===== src/otpps_defs.svh =====
// Purpose: constants of the programming sequencer (timing, pins, limits)
// Assumes: 250 MHz clock; times kept in ns, cycles derived from them
// Notes: least times round up to whole cycles
`ifndef OTPPS_DEFS_SVH
`define OTPPS_DEFS_SVH

`define OTPPS_CLK_PERIOD_NS 4
`define OTPPS_ADDR_W 18
`define OTPPS_DATA_W 8
`define OTPPS_ADDR_LAST 18'h3FFFF
`define OTPPS_MAX_PULSES 4'hA
`define OTPPS_TIMER_W 15
`define OTPPS_FIFO_DEPTH 4

// times, as printed
`define OTPPS_T_ADDR_SETUP_NS 2000
`define OTPPS_T_DATA_HOLD_NS 2000
`define OTPPS_T_SUPPLY_SETUP_NS 2000
`define OTPPS_T_PULSE_NS 100000
`define OTPPS_T_DATA_VALID_NS 150
`define OTPPS_T_OUT_FLOAT_NS 130

`define OTPPS_CYC(ns) (((ns) + `OTPPS_CLK_PERIOD_NS - 1) / `OTPPS_CLK_PERIOD_NS)
`define OTPPS_CYC_SETUP `OTPPS_CYC(`OTPPS_T_ADDR_SETUP_NS)
`define OTPPS_CYC_HOLD `OTPPS_CYC(`OTPPS_T_DATA_HOLD_NS)
`define OTPPS_CYC_SUPPLY `OTPPS_CYC(`OTPPS_T_SUPPLY_SETUP_NS)
`define OTPPS_CYC_PULSE `OTPPS_CYC(`OTPPS_T_PULSE_NS)
`define OTPPS_CYC_VALID `OTPPS_CYC(`OTPPS_T_DATA_VALID_NS)
`define OTPPS_CYC_FLOAT `OTPPS_CYC(`OTPPS_T_OUT_FLOAT_NS)

`endif


===== src/otpps_pkg.sv =====
// Purpose: types of the programming sequencer
// Assumes: nothing
// Notes: supply codes ask the board regulators for a level
package otpps_pkg;

    // off, 5.0 V (read and final check), programming level
    // (6.5 V core, 13.0 V programming rail)
    typedef enum logic [1:0] {
        OTPPS_SUP_OFF = 2'b00,
        OTPPS_SUP_READ = 2'b01,
        OTPPS_SUP_PROG = 2'b10
    } otpps_supply_type;

    typedef enum logic [3:0] {
        OTPPS_IDLE = 4'b0000,
        OTPPS_VCC_UP = 4'b0001,
        OTPPS_VPP_UP = 4'b0010,
        OTPPS_FETCH = 4'b0011,
        OTPPS_SETUP = 4'b0100,
        OTPPS_PULSE = 4'b0101,
        OTPPS_HOLD = 4'b0110,
        OTPPS_VFY_OE = 4'b0111,
        OTPPS_VFY_FLOAT = 4'b1000,
        OTPPS_NEXT = 4'b1001,
        OTPPS_VPP_DOWN = 4'b1010,
        OTPPS_VCC_DOWN = 4'b1011,
        OTPPS_FINISH = 4'b1100,
        OTPPS_ID_OE = 4'b1101,
        OTPPS_ID_FLOAT = 4'b1110
    } otpps_state_type;

    typedef enum logic [1:0] {
        OTPPS_PASS_NONE = 2'b00,
        OTPPS_PASS_PROG = 2'b01,
        OTPPS_PASS_VFY = 2'b10,
        OTPPS_PASS_FINAL = 2'b11
    } otpps_pass_type;

endpackage


===== src/otpps_stream_if.sv =====
// Purpose: byte stream between the source buffer and the sequencer
// Assumes: one clock, valid/ready handshake
// Notes: a word moves on a cycle with valid and ready both high
`timescale 1ns/1ns
interface otpps_stream_if #(
    parameter int WIDTH = 8
);
    logic valid;
    logic ready;
    logic [WIDTH-1:0] data;

    modport source (output valid, output data, input ready);
    modport sink (input valid, input data, output ready);
endinterface


===== src/otpps_fifo.sv =====
// Purpose: small source-data buffer in front of the sequencer
// Assumes: DEPTH a power of two
// Notes: fill ready drops when full, so the feeder stalls
`timescale 1ns/1ns
module otpps_fifo #(
    parameter int WIDTH = 8,
    parameter int DEPTH = 4
) (
    input wire logic clk_in,
    input wire logic rst_n_in,
    input wire logic fill_valid_in,
    output logic fill_ready_out,
    input wire logic [WIDTH-1:0] fill_data_in,
    otpps_stream_if.source drain
);
    localparam int AW = $clog2(DEPTH);

    logic [WIDTH-1:0] mem_q [DEPTH];
    logic [AW:0] wr_q;
    logic [AW:0] rd_q;

    wire full = (wr_q[AW] != rd_q[AW]) && (wr_q[AW-1:0] == rd_q[AW-1:0]);
    wire empty = (wr_q == rd_q);
    wire push = fill_valid_in && !full;
    wire pop = drain.ready && !empty;

    assign fill_ready_out = !full;
    assign drain.valid = !empty;
    assign drain.data = mem_q[rd_q[AW-1:0]];

    always_ff @(posedge clk_in or negedge rst_n_in) begin
        if (!rst_n_in) begin
            wr_q <= '0;
            rd_q <= '0;
        end else begin
            if (push) begin
                wr_q <= wr_q + 1'b1;
            end
            if (pop) begin
                rd_q <= rd_q + 1'b1;
            end
        end
    end

    // storage carries no reset; only pointers qualify it
    always_ff @(posedge clk_in) begin
        if (push) begin
            mem_q[wr_q[AW-1:0]] <= fill_data_in;
        end
    end
endmodule


===== src/otpps_timer.sv =====
// Purpose: down-counter timing pulses, setups and waits
// Assumes: start is a one-cycle pulse
// Notes: expired rises after exactly cycles_in cycles from start
`timescale 1ns/1ns
`include "otpps_defs.svh"
module otpps_timer (
    input wire logic clk_in,
    input wire logic rst_n_in,
    input wire logic start_in,
    input wire logic [`OTPPS_TIMER_W-1:0] cycles_in,
    output logic expired_out
);
    logic [`OTPPS_TIMER_W-1:0] cnt_q;

    assign expired_out = (cnt_q == '0);

    always_ff @(posedge clk_in or negedge rst_n_in) begin
        if (!rst_n_in) begin
            cnt_q <= '0;
        end else if (start_in) begin
            cnt_q <= cycles_in - 1'b1;
        end else if (cnt_q != '0) begin
            cnt_q <= cnt_q - 1'b1;
        end
    end
endmodule


===== src/otpps_sequencer.sv =====
// Purpose: programmer side of a byte-wide one-time-programmable memory
// Assumes: user streams source bytes in address order, once per pass
// Notes: supplies are requested by level code; regulators settle in 2 us
`timescale 1ns/1ns
`include "otpps_defs.svh"
module otpps_sequencer
    import otpps_pkg::*;
#(
    parameter int PULSE_CYCLES = `OTPPS_CYC_PULSE,
    parameter logic [`OTPPS_ADDR_W-1:0] ADDR_LAST = `OTPPS_ADDR_LAST
) (
    input wire logic clk_in,
    input wire logic rst_n_in,
    input wire logic start_in,
    input wire logic id_start_in,
    input wire logic id_byte_select_in,
    input wire logic src_valid_in,
    output logic src_ready_out,
    input wire logic [`OTPPS_DATA_W-1:0] src_data_in,
    output otpps_pkg::otpps_pass_type pass_out,
    output logic busy_out,
    output logic done_out,
    output logic result_pass_out,
    output logic [`OTPPS_DATA_W-1:0] id_data_out,
    output otpps_pkg::otpps_supply_type vcc_level_out,
    output otpps_pkg::otpps_supply_type vpp_level_out,
    output logic [`OTPPS_ADDR_W-1:0] addr_out,
    output logic id_high_voltage_line_out,
    output logic chip_select_n_out,
    output logic output_enable_n_out,
    output logic program_strobe_n_out,
    output logic [`OTPPS_DATA_W-1:0] data_o_out,
    output logic data_oe_out,
    input wire logic [`OTPPS_DATA_W-1:0] data_i_in
);
    import otpps_pkg::*;

    otpps_stream_if #(.WIDTH(`OTPPS_DATA_W)) src_if ();

    otpps_state_type state_q, state_d;
    otpps_pass_type pass_q, pass_d;
    otpps_supply_type vcc_q, vcc_d, vpp_q, vpp_d;
    logic [`OTPPS_ADDR_W-1:0] addr_q, addr_d;
    logic [3:0] pulses_q, pulses_d;
    logic [`OTPPS_DATA_W-1:0] byte_q;
    logic fail_q, fail_d;
    logic id_mode_q, id_mode_d;
    logic done_q, done_d;
    logic id_sel_q;
    logic [`OTPPS_DATA_W-1:0] id_data_q;
    logic ce_n_q, oe_n_q, pgm_n_q, dq_oe_q, hv_q;
    logic [`OTPPS_TIMER_W-1:0] wait_cycles;
    logic timer_done;

    otpps_fifo #(
        .WIDTH(`OTPPS_DATA_W),
        .DEPTH(`OTPPS_FIFO_DEPTH)
    ) u_fifo (
        .clk_in(clk_in),
        .rst_n_in(rst_n_in),
        .fill_valid_in(src_valid_in),
        .fill_ready_out(src_ready_out),
        .fill_data_in(src_data_in),
        .drain(src_if.source)
    );

    wire state_change = (state_d != state_q);
    otpps_timer u_timer (
        .clk_in(clk_in),
        .rst_n_in(rst_n_in),
        .start_in(state_change),
        .cycles_in(wait_cycles),
        .expired_out(timer_done)
    );

    wire at_last = (addr_q == ADDR_LAST);
    wire fetch_take = (state_q == OTPPS_FETCH) && src_if.valid;
    wire sample_now = timer_done &&
        ((state_q == OTPPS_VFY_OE) || (state_q == OTPPS_ID_OE));
    wire byte_match = (data_i_in == byte_q);
    wire pulses_used = (pulses_q >= `OTPPS_MAX_PULSES);
    logic match_q;

    assign src_if.ready = (state_q == OTPPS_FETCH);

    // wait length of the state being entered
    always_comb begin
        unique case (state_d)
            OTPPS_VCC_UP,
            OTPPS_VPP_UP,
            OTPPS_VPP_DOWN,
            OTPPS_VCC_DOWN: wait_cycles = `OTPPS_TIMER_W'(`OTPPS_CYC_SUPPLY);
            OTPPS_SETUP: wait_cycles = `OTPPS_TIMER_W'(`OTPPS_CYC_SETUP);
            OTPPS_PULSE: wait_cycles = `OTPPS_TIMER_W'(PULSE_CYCLES);
            OTPPS_HOLD: wait_cycles = `OTPPS_TIMER_W'(`OTPPS_CYC_HOLD);
            OTPPS_VFY_OE,
            OTPPS_ID_OE: wait_cycles = `OTPPS_TIMER_W'(`OTPPS_CYC_VALID);
            OTPPS_VFY_FLOAT,
            OTPPS_ID_FLOAT: wait_cycles = `OTPPS_TIMER_W'(`OTPPS_CYC_FLOAT);
            default: wait_cycles = `OTPPS_TIMER_W'(1);
        endcase
    end

    always_comb begin
        state_d = state_q;
        pass_d = pass_q;
        vcc_d = vcc_q;
        vpp_d = vpp_q;
        addr_d = addr_q;
        pulses_d = pulses_q;
        fail_d = fail_q;
        id_mode_d = id_mode_q;
        done_d = done_q;
        unique case (state_q)
            OTPPS_IDLE: begin
                if (start_in || id_start_in) begin
                    state_d = OTPPS_VCC_UP;
                    vcc_d = OTPPS_SUP_PROG;
                    id_mode_d = !start_in;
                    done_d = 1'b0;
                    fail_d = 1'b0;
                    pass_d = OTPPS_PASS_NONE;
                end
            end
            OTPPS_VCC_UP: begin
                if (timer_done && id_mode_q) begin
                    state_d = OTPPS_ID_OE;
                end else if (timer_done) begin
                    state_d = OTPPS_VPP_UP;
                    vpp_d = OTPPS_SUP_PROG;
                end
            end
            OTPPS_VPP_UP: begin
                if (timer_done) begin
                    state_d = OTPPS_FETCH;
                    addr_d = '0;
                    pass_d = OTPPS_PASS_PROG;
                end
            end
            OTPPS_FETCH: begin
                if (src_if.valid) begin
                    pulses_d = '0;
                    state_d = (pass_q == OTPPS_PASS_PROG) ? OTPPS_SETUP
                                                          : OTPPS_VFY_OE;
                end
            end
            OTPPS_SETUP: begin
                if (timer_done) begin
                    state_d = OTPPS_PULSE;
                end
            end
            OTPPS_PULSE: begin
                if (timer_done) begin
                    state_d = OTPPS_HOLD;
                end
            end
            OTPPS_HOLD: begin
                if (timer_done && pass_q == OTPPS_PASS_PROG) begin
                    state_d = OTPPS_NEXT;
                end else if (timer_done) begin
                    pulses_d = pulses_q + 4'h1;
                    state_d = OTPPS_VFY_OE;
                end
            end
            OTPPS_VFY_OE: begin
                if (timer_done) begin
                    state_d = OTPPS_VFY_FLOAT;
                end
            end
            OTPPS_VFY_FLOAT: begin
                // data pins reused only after the memory lets go
                if (timer_done) begin
                    if (match_q) begin
                        state_d = OTPPS_NEXT;
                    end else if (pass_q == OTPPS_PASS_FINAL) begin
                        fail_d = 1'b1;
                        state_d = OTPPS_NEXT;
                    end else if (pulses_used) begin
                        fail_d = 1'b1;
                        state_d = OTPPS_VPP_DOWN;
                        vpp_d = OTPPS_SUP_READ;
                    end else begin
                        state_d = OTPPS_SETUP;
                    end
                end
            end
            OTPPS_NEXT: begin
                if (!at_last) begin
                    addr_d = addr_q + 1'b1;
                    state_d = OTPPS_FETCH;
                end else if (pass_q == OTPPS_PASS_PROG) begin
                    addr_d = '0;
                    pass_d = OTPPS_PASS_VFY;
                    state_d = OTPPS_FETCH;
                end else if (pass_q == OTPPS_PASS_VFY) begin
                    state_d = OTPPS_VPP_DOWN;
                    vpp_d = OTPPS_SUP_READ;
                end else begin
                    state_d = OTPPS_FINISH;
                end
            end
            OTPPS_VPP_DOWN: begin
                if (timer_done) begin
                    state_d = OTPPS_VCC_DOWN;
                    vcc_d = OTPPS_SUP_READ;
                end
            end
            OTPPS_VCC_DOWN: begin
                if (timer_done && !fail_q && !id_mode_q &&
                        pass_q == OTPPS_PASS_VFY) begin
                    addr_d = '0;
                    pass_d = OTPPS_PASS_FINAL;
                    state_d = OTPPS_FETCH;
                end else if (timer_done) begin
                    state_d = OTPPS_FINISH;
                end
            end
            OTPPS_FINISH: begin
                done_d = 1'b1;
                state_d = OTPPS_IDLE;
            end
            OTPPS_ID_OE: begin
                if (timer_done) begin
                    state_d = OTPPS_ID_FLOAT;
                end
            end
            OTPPS_ID_FLOAT: begin
                if (timer_done) begin
                    state_d = OTPPS_VCC_DOWN;
                    vcc_d = OTPPS_SUP_READ;
                end
            end
            default: begin
                state_d = OTPPS_IDLE;
            end
        endcase
    end

    // pin levels follow the state being entered, so they change together
    wire drive_d = (state_d == OTPPS_SETUP) || (state_d == OTPPS_PULSE) ||
                   (state_d == OTPPS_HOLD);
    wire read_d = (state_d == OTPPS_VFY_OE) || (state_d == OTPPS_ID_OE);
    wire id_d = (state_d == OTPPS_ID_OE) || (state_d == OTPPS_ID_FLOAT);
    wire select_d = drive_d || read_d || id_d ||
                    (state_d == OTPPS_FETCH) || (state_d == OTPPS_NEXT) ||
                    (state_d == OTPPS_VFY_FLOAT);

    always_ff @(posedge clk_in or negedge rst_n_in) begin
        if (!rst_n_in) begin
            state_q <= OTPPS_IDLE;
            pass_q <= OTPPS_PASS_NONE;
            vcc_q <= OTPPS_SUP_OFF;
            vpp_q <= OTPPS_SUP_OFF;
            addr_q <= '0;
            pulses_q <= '0;
            fail_q <= 1'b0;
            id_mode_q <= 1'b0;
            done_q <= 1'b0;
        end else begin
            state_q <= state_d;
            pass_q <= pass_d;
            vcc_q <= vcc_d;
            vpp_q <= vpp_d;
            addr_q <= addr_d;
            pulses_q <= pulses_d;
            fail_q <= fail_d;
            id_mode_q <= id_mode_d;
            done_q <= done_d;
        end
    end

    always_ff @(posedge clk_in or negedge rst_n_in) begin
        if (!rst_n_in) begin
            ce_n_q <= 1'b1;
            oe_n_q <= 1'b1;
            pgm_n_q <= 1'b1;
            dq_oe_q <= 1'b0;
            hv_q <= 1'b0;
        end else begin
            ce_n_q <= !select_d;
            oe_n_q <= !read_d;
            pgm_n_q <= (state_d != OTPPS_PULSE);
            dq_oe_q <= drive_d;
            hv_q <= id_d;
        end
    end

    always_ff @(posedge clk_in or negedge rst_n_in) begin
        if (!rst_n_in) begin
            byte_q <= '0;
            match_q <= 1'b0;
            id_data_q <= '0;
            id_sel_q <= 1'b0;
        end else begin
            if (fetch_take) begin
                byte_q <= src_if.data;
            end
            if (sample_now) begin
                match_q <= byte_match;
            end
            if (sample_now && id_mode_q) begin
                id_data_q <= data_i_in;
            end
            if (state_q == OTPPS_IDLE && id_start_in) begin
                id_sel_q <= id_byte_select_in;
            end
        end
    end

    assign pass_out = pass_q;
    assign busy_out = (state_q != OTPPS_IDLE);
    assign done_out = done_q;
    assign result_pass_out = done_q && !fail_q && !id_mode_q;
    assign id_data_out = id_data_q;
    assign vcc_level_out = vcc_q;
    assign vpp_level_out = vpp_q;
    // identification drives all address lines low except the select bit
    assign addr_out = hv_q ? {{(`OTPPS_ADDR_W-1){1'b0}}, id_sel_q}
                           : addr_q;
    assign id_high_voltage_line_out = hv_q;
    assign chip_select_n_out = ce_n_q;
    assign output_enable_n_out = oe_n_q;
    assign program_strobe_n_out = pgm_n_q;
    assign data_o_out = byte_q;
    assign data_oe_out = dq_oe_q;
endmodule


===== config.mk =====
export PLATFORM = sky130hd
export DESIGN_NAME = otpps_sequencer
export DESIGN_NICKNAME = d
export VERILOG_FILES = /design/src/otpps_pkg.sv /design/src/otpps_stream_if.sv /design/src/otpps_fifo.sv /design/src/otpps_timer.sv /design/src/otpps_sequencer.sv
export VERILOG_INCLUDE_DIRS = /design/src
export SDC_FILE = /design/constraint.sdc
export NUM_CORES = 1
export LEC_CHECK = 0
export ABC_CLOCK_PERIOD_IN_PS = 15300
export BUFFER_PORTS_ARGS = -buffer_cell sky130_fd_sc_hd__buf_2
export CORE_ASPECT_RATIO = 1.5
export CORE_MARGIN = 1.5
export CORE_UTILIZATION = 64
export DETAILED_ROUTE_END_ITERATION = 16
export HOLD_SLACK_MARGIN = 0.08
export PLACE_DENSITY_LB_ADDON = 0.2
export SYNTH_ARGS = -nofsm -noshare
export SYNTH_HDL_FRONTEND = slang
export SYNTH_SLANG_ARGS = --single-unit

===== constraint.sdc =====
create_clock -name clk_in -period 15.3 [get_ports clk_in]
set_clock_uncertainty 0.15 [all_clocks]
set_input_delay 3.06 -clock clk_in [delete_from_list [all_inputs] [get_ports clk_in]]
set_output_delay 3.06 -clock clk_in [all_outputs]
set_load 0.02 [all_outputs]

==> impl_summary.md, run 1 <==
Status
The flow ran to the end, and the final reports show no timing, DRC or antenna violations.

Global routing
Global routing consumed, on the met3 layer, 3.84% of the routing resources. The most utilized layer in the global route result is met2. Global routing used 54.6% of the available met2 tracks. The residual overflow from global routing is 0. The via count of the first global-routing pass was 5,080.

The wire length of the first global-routing pass is 25.0 mm. The met1 routing resource usage after global routing is between 30% and 40%. The number of antenna violations at the first check in global routing is 0. The largest net degree at the start of global routing is 80. In the global route stage, overall resource usage came out at 30.8%.

STA
For the pin with the worst max-slew slack, the measured transition is between 1 and 1.5 ns. The remaining max-slew budget at the tightest pin is 20.8%. Final hold analysis gives a worst-case slack of 0.325 ns. The share of the cycle needed by the critical path after routing is between 40 and 50%. The final hold violation count is 0. Setup repair after global routing left no endpoint under its margin. Based on the critical path, the design can be clocked at up to 139 MHz. The shortest clock period the worst path allows after layout is 7.17 ns.

The count of pins over their slew limit is 0. Setup violations remaining at the end of the flow were counted as 0. Adding up every negative setup slack in the final design gives 0 ns.

Logic synthesis
The gate count after technology mapping is between 500 and 600. Among all flip-flop cells after synthesis, the most frequent one is sky130_fd_sc_hd__dfrtp_1. The post-synthesis register bit count is 111.

During synthesis, Yosys emitted a total of 0 warnings. The sequential share of the synthesized area is 47.2%. Sorting the synthesized cells by area gives the leading types as sky130_fd_sc_hd__dfrtp_1, sky130_fd_sc_hd__edfxtp_1, sky130_fd_sc_hd__mux2_2, sky130_fd_sc_hd__o21ai_0, sky130_fd_sc_hd__ha_1. The synthesized design spends more area on one cell type than any other, namely sky130_fd_sc_hd__dfrtp_1. The fraction of post-synthesis cell area in the top cell type by area is a little under a third. The number of enable-type register cells in the synthesized netlist is 32.

The average instance in the mapped netlist occupies approximately 11 sq um. The post-synth design cell area is 0.00623 sq mm. After synthesis, the share of flip-flops with an asynchronous set or reset is 71.2%. Synthesis instantiated slightly below 80 different standard cells from the library. The number of nets handed over by synthesis was 632.

Clock tree
The number of buffers inserted during clock tree synthesis is 9. In this run, post-CTS hold repair placed 0 buffers. The insertion delay to the later sink of the worst-skew pair is 0.36 ns. The number of clock sinks is 111. TritonCTS built the clock tree. Gates resized during post-CTS repair numbered 0. CTS placed an instance of sky130_fd_sc_hd__clkbuf_16 at the clock tree root.

The total setup buffers inserted after CTS is 0. The clock passes through at most 2 buffers. After clock tree synthesis, the clock-pin slew on the worst setup and hold paths is ~0.080 ns. CTS built an H-tree with a depth of 3.

Floorplanning
The floorplan step set the die width to 83.5 microns. The core region is 0.00936 sq mm. The die area is about 0.010 sq mm. For this configuration, the core starts out at a cell density of 66.5%. The total I/O pin count is 71. The height of the chip is 124 microns. After floorplanning, the core was divided into 43 placement rows.

Worst setup path
The startpoint kind of the worst setup timing path is an input port. Data arrives at the worst endpoint at 7.26 ns. The cell with the largest stage delay on the worst path is sky130_fd_sc_hd__a2111oi_1.

The type of element capturing the critical path is a register. The number of buffers and inverters on the critical path is 3. STA puts the critical path data required time at 15.39 ns. The type of the worst setup path is input port to register. The signal on the critical path passes through buf_2 -> o21a_1 -> a41o_1 -> a2111oi_1 -> inv_1 -> ha_1 -> mux2_2 -> nand2_1 -> nor2_1 -> a21oi_1 -> ha_1 -> inv_1 -> nor4_1 -> a41oi_2 -> o311ai_0 -> or4b_1. The kind of cell adding the most delay to the critical path is compound AO/OA/AOI/OAI gates. The highest fanout seen on the critical path is 12. In this design, the stage delay of the slowest critical-path cell is 0.62 ns.

Finish
The post-route standard cell area excluding fillers is 0.00696 sq mm. The net count of the finished layout is 691. The library cell used most frequently in the layout, excluding fill and tap cells, is sky130_fd_sc_hd__dfrtp_1.

In the layout the commonest cells are sky130_fd_sc_hd__dfrtp_1, sky130_fd_sc_hd__buf_2, sky130_fd_sc_hd__o21ai_0, sky130_fd_sc_hd__nor2_1, sky130_fd_sc_hd__nand2_1. The number of non-filler instances in the completed layout is 768. The utilization of the core after routing is 74.3%. The number of diodes is 0. In the final layout, the share of cells above drive strength 1 is 21.6%. The area growth from synthesis to final layout is 11.8%.

Place
The final weighted congestion in routability-driven placement is between 0.9 and 1. The number of placed instances, taps included, is 752. The detailed placer's ending HPWL is around 11 mm.

The cell area after placement is 0.00664 sq mm. Input and output buffers added on the ports amount to 70.

Routing
The routed design has 15.3 mm of wire. The detail route stage leaves a number of antenna-violating nets equal to 0. Using the TritonRoute via totals, the vias-per-cell ratio works out to between 6 and 7. For this run, the detailed router's first-pass iteration total came to 6. The initial detailed-routing violation count is approximately 530.

After detailed routing, the number of remaining DRC violations is 0. After detailed routing, the average wire length per cell comes to approximately 20 microns. The count of vias placed by the detailed router is 5,114.

Min path
The worst hold-check path type is register to register.

Pwr
In this run the power density over the cells is 142 mW/mm^2. The worst supply voltage drop on vdd is 0.122 mV. The cell leakage power is ~3 nW.

Flow run
Across the run, the number of max-cap violations was 0.
[per-layer routing]
layer	share of wire, %	wire length (microns)	up-vias
li1	-	-	2338
met1	39	5930	2503
met2	52	7890	210
met3	4.3	664	63
met4	5.3	809	0
met5	0	0	-
[state kept, by name (all words and copies together), names as in the netlist]
name	cells
match_q	1
u_fifo.mem_q	32
id_sel_q	1
u_fifo.wr_q	3
addr_q	18
id_data_out	8
pulses_q	4
output_enable_n_out	1
vpp_level_out	2
program_strobe_n_out	1
state_q	4
u_fifo.rd_q	3
id_high_voltage_line_out	1
fail_q	1
vcc_level_out	2
done_out	1
data_oe_out	1
data_o_out	8
u_timer.cnt_q	15
chip_select_n_out	1
id_mode_q	1
pass_out	2
[synthesized netlist by cell type (3+ instances only)]
master                      n
sky130_fd_sc_hd__a211oi_1   3
sky130_fd_sc_hd__a21o_1     3
sky130_fd_sc_hd__a21oi_1   21
sky130_fd_sc_hd__a311o_1    4
sky130_fd_sc_hd__a31oi_1   11
sky130_fd_sc_hd__and2_1     3
sky130_fd_sc_hd__and3_1    14
sky130_fd_sc_hd__buf_2      3
sky130_fd_sc_hd__clkbuf_1  21
sky130_fd_sc_hd__dfrtp_1   76
sky130_fd_sc_hd__dfstp_2    3
sky130_fd_sc_hd__edfxtp_1  32
sky130_fd_sc_hd__ha_1      18
sky130_fd_sc_hd__inv_1     18
sky130_fd_sc_hd__mux2_2    23
sky130_fd_sc_hd__mux2i_1    5
sky130_fd_sc_hd__mux4_2     8
sky130_fd_sc_hd__nand2_1   40
sky130_fd_sc_hd__nand2b_1   4
sky130_fd_sc_hd__nand3_1   15
sky130_fd_sc_hd__nand3b_1   4
sky130_fd_sc_hd__nand4_1   13
sky130_fd_sc_hd__nor2_1    43
sky130_fd_sc_hd__nor2b_1   21
sky130_fd_sc_hd__nor3_1    23
sky130_fd_sc_hd__nor4_1    12
sky130_fd_sc_hd__o211a_1    3
sky130_fd_sc_hd__o21ai_0   47
sky130_fd_sc_hd__o22ai_1    3
sky130_fd_sc_hd__o31ai_1    6
sky130_fd_sc_hd__or3_1      5
sky130_fd_sc_hd__or4_1      9
sky130_fd_sc_hd__xnor2_1   13
sky130_fd_sc_hd__xor2_1    11
[through the flow]
step                      setup slack [ns]  total power, W
after global placement                7.89        0.000722
final                                 8.13        0.000990
after floorplan                       8.44        0.000646
after global routing                  7.69         0.00104
after CTS                             8.13        0.000988
after detailed placement              7.78        0.000735
[path summary, 6_finish.rpt]
check                      slack (ns)           endpoint             start  cells after the start
setup / recovery                 8.13  u_timer.cnt_q[14]       id_start_in                     16
hold / removal                   0.33   vpp_level_out[1]  vpp_level_out[1]                      1
setup reg to reg                 9.30  u_timer.cnt_q[14]  u_timer.cnt_q[9]                     16
hold reg to reg                  0.33   vpp_level_out[1]  vpp_level_out[1]                      1
max in group asynchronous       11.65   u_timer.cnt_q[1]          rst_n_in                      1
min in group asynchronous        2.70     id_data_out[7]          rst_n_in                      1
[layout make-up]
cell class	instances	area, sq um
multi-input cells	435	3100
inverters	20	75.1
repair buffers	74	383
fillers	686	2400
clock inverters	7	93.8
flip-flops and latches	111	2940
clock buffers	9	225
well taps	112	140
[report_power, final]
part	switching (W)	internal, W
clock network	0.000121	0.000132
registers	0.0000623	0.000366
logic	0.000186	0.000123
total	0.000369	0.000621
[kinds of logic after synthesis]
kind of cell               after synthesis  share of synthesized area, %
and+or+nand+nor                        217                          18.6
AOI/OAI and AO/OA                      140                          16.2
DFF                                    111                          47.2
buffers and inverters                   46                          3.07
muxes                                   36                          7.86
xor gates and xnor gates                24                          3.38
adders and majority gates               18                          3.62
No activity file was read; power rests on OpenSTA's default activity.
==> run 2: changes to the inputs <==
ABC_CLOCK_PERIOD_IN_PS = 7200   (was 15300)
CORE_UTILIZATION = 59   (was 64)
clock period = 7.2 ns   (was 15.3 ns; I/O delays follow)
==> impl_summary.md, run 2 (same netlist as run 1, synthesis figures left out) <==
Floorplanning
The chip width was 86.9 microns (+4.0%). The height of the chip was 129 microns (+4.1%). The number of cell rows came to 45 (+4.7%).

The die area is 0.0112 sq mm (+8.2%). The total I/O pin count is 71 (unchanged). The initial standard-cell utilization of the core is 61.1% (-5.4 points).

The core region area came to 0.0102 sq mm (+8.9%).

Clock tree
The maximum buffer depth of the clock tree came to 2 (unchanged). The number of H-tree levels came to 3 (unchanged). The clock input transition at the sequential cells of the worst setup and hold paths is 0.08 ns (about the same). The count of instances resized after the clock tree is built is 0 (unchanged).

The number of clock sinks is 111 (unchanged). The cell chosen for the clock root is sky130_fd_sc_hd__clkbuf_16. The number of buffers inserted for hold repair after clock tree synthesis is 0 (unchanged). The number of buffers inserted during clock tree synthesis is 9 (unchanged). The insertion delay to the later sink of the worst-skew pair is 0.36 ns (about the same). The CTS tree is yes. The total setup buffers inserted after CTS was 0 (unchanged).

Status
The flow ran to the end, and the final reports show no timing, DRC or antenna violations.

Pwr
The combinational power share was 32.0% (+0.8 points). The share of total power in the clock network came to 25.1% (-0.4 points). The switching part of the total came to 37.8% (+0.48 points).

The worst supply voltage drop on vdd came to 0.244 mV (+100%). The switching power total is 0.000788 W (+110%). The power per cell area came to 298 mW/mm^2 (+110%).

The power share of the sequential group was 42.9% (-0.4 points). The internal power component is 0.00130 W (+110%). The cell leakage power is 3.00 nW (+0.21%).

Routing
The total DRC errors in the routed layout was 0 (unchanged). The post-route antenna net violation count is 0 (unchanged). The initial detailed-routing violation count came to 499 (-5.1%). The post-detailed-route wirelength per cell is 18.4 microns (-7.4%). The total routed wirelength came to 14.7 mm (-3.8%).

The average via count per standard cell was 6.33 (-5.0%). The count of vias placed by the detailed router was 5,048 (-1.3%). The first-pass detailed-route iteration total is 5 (-1).

Finish
The number of diodes came to 0 (unchanged). The fraction of final layout cells sized beyond drive strength 1 is 21.8% (+0.12 points). The number of non-filler instances in the completed layout is 798 (+3.9%).

The post-route standard cell area excluding fillers was 0.00700 sq mm (+0.63%). The post-layout net count is 692 (+0.14%). Compared with the post-synthesis result, the final layout area differs by 12.5%. Leaving out fill and tap cells, the most frequent cells in the layout are sky130_fd_sc_hd__dfrtp_1, sky130_fd_sc_hd__buf_2, sky130_fd_sc_hd__o21ai_0, sky130_fd_sc_hd__nor2_1, sky130_fd_sc_hd__nand2_1. The library cell used most frequently in the layout, excluding fill and tap cells, is sky130_fd_sc_hd__dfrtp_1. The number of flip-flops under the largest register name came to 32 (unchanged).

Global routing
The overall routing resource usage is 27.4% (-3.4 points). The number of antenna violations at the first check in global routing is 0 (unchanged). The largest net degree at the start of global routing came to 80 (unchanged).

The residual overflow from global routing is 0 (unchanged). The wire length of the first global-routing pass is 24.0 mm (-4.0%). The via count of the first global-routing pass is 4,972 (-2.1%).

STA
Setup repair after global routing left no endpoint under its margin. The count of pins over their slew limit is 0 (unchanged). The final setup slack of the worst path is 1.27 ns (-6.85 ns). The share of the cycle needed by the critical path after routing is 82.3%.

For the finished layout, the period the worst path requires is about 5.9 ns. The final setup TNS is 0 ns (unchanged). The highest clock rate is 169 MHz. The final hold violation count was 0 (unchanged). The remaining max-slew budget at the tightest pin is 21.2% (+0.43 points). The count of final setup violators was 0 (unchanged). The worst hold-check slack came to 0.355 ns (+0.0299 ns). The slew at the pin closest to its max-slew limit is 1.17 ns (-0.00641 ns).

Worst setup path
The endpoint required time on the critical path is 7.28 ns (-8.11 ns). The highest fanout seen on the critical path is 24 (+12). The data arrival time of the worst path came to 6.00 ns (-1.26 ns). The startpoint kind of the worst setup timing path is a register. By startpoint and endpoint, the worst setup path is classified as register to register.

The slack of the worst reg-to-reg path is 1.27 ns (-8.03 ns). STA classifies the critical path endpoint as a register.

Place
The detailed placer's ending HPWL came to 10.6 mm (-1.5%). The number of placed cells counting well taps is 782 (+4.0%). The port buffer count is 70 (unchanged). The final weighted congestion in routability-driven placement is 0.957 (+1.4%). The cell area after placement is 0.00668 sq mm (+0.66%).

The pre-CTS setup slack is 1.34 ns (-6.44 ns).

Min path
The worst hold-check path type is register to register.

Flow run
The max capacitance violation total is 0 (unchanged).
run 2: cell count changes in the layout (fill, tap and decap cells not counted):
cell / change
sky130_fd_sc_hd__buf_4: +1
sky130_fd_sc_hd__bufinv_16: -1
sky130_fd_sc_hd__clkinvlp_4: -1
sky130_fd_sc_hd__inv_12: +3
sky130_fd_sc_hd__inv_8: -1
run 2: path summary, 6_finish.rpt:
kind,from,to,cells after the start
worst min register to register,vcc_level_out[1],vcc_level_out[1],1
worst min-delay path,vcc_level_out[1],vcc_level_out[1],1
worst max register to register,u_timer.cnt_q[9],u_timer.cnt_q[14],16
worst max-delay path,u_timer.cnt_q[9],u_timer.cnt_q[14],16
max in group asynchronous,rst_n_in,u_fifo.wr_q[2],1
min in group asynchronous,rst_n_in,id_data_out[4],1
run 2: per-layer routing:
metal	vias to the layer above	track usage [%]	wire, microns
met5	-	0	0
met4	0	13.5	583
met3	60	3.85	696
met2	213	48.7	7770
met1	2430	32.1	5670
li1	2345	-	-
run 2: critical path: stages, from the launching register on:
cell,delay (ns)
sky130_fd_sc_hd__dfrtp_1,0.44
sky130_fd_sc_hd__or4_1,0.65
sky130_fd_sc_hd__or4_4,0.73
sky130_fd_sc_hd__o211a_1,0.29
sky130_fd_sc_hd__a2111oi_1,0.58
sky130_fd_sc_hd__inv_1,0.27
sky130_fd_sc_hd__ha_1,0.35
sky130_fd_sc_hd__mux2_2,0.28
sky130_fd_sc_hd__nand2_1,0.09
sky130_fd_sc_hd__nor2_1,0.04
sky130_fd_sc_hd__a21oi_1,0.12
sky130_fd_sc_hd__ha_1,0.25
sky130_fd_sc_hd__inv_1,0.07
sky130_fd_sc_hd__nor4_1,0.43
sky130_fd_sc_hd__a41oi_2,0.20
sky130_fd_sc_hd__o311ai_0,0.39
sky130_fd_sc_hd__or4b_1,0.46
run 2: stage by stage:
| stage | utilization, % | total power [W] |
|---|---|---|
| 2_1_floorplan | - | 0.00137 |
| 4_1_cts | 68.7 | 0.00209 |
| 6_report | 68.7 | 0.00209 |
| 3_5_place_dp | 65.6 | 0.00157 |
| 5_1_grt | 68.7 | 0.00220 |
| 3_3_place_gp | 65.6 | 0.00154 |
run 2: cell type report:
type / count / area, sq um
clock buffer: 9 / 225
clock inverter: 7 / 93.8
fill: 793 / 3190
inverter: 20 / 75.1
multi-input combinational: 435 / 3100
sequential: 111 / 2940
tap: 141 / 176
timing repair buffer: 75 / 390
run 2: power by group through the flow:
stage	Clock, W	Combinational, W	Sequential (W)
2_1_floorplan	0	0.000491	0.000881
3_3_place_gp	0	0.000647	0.000892
3_5_place_dp	0	0.000662	0.000906
4_1_cts	0.000531	0.000667	0.000892
5_1_grt	0.000555	0.000734	0.000908
6_report	0.000524	0.000669	0.000895
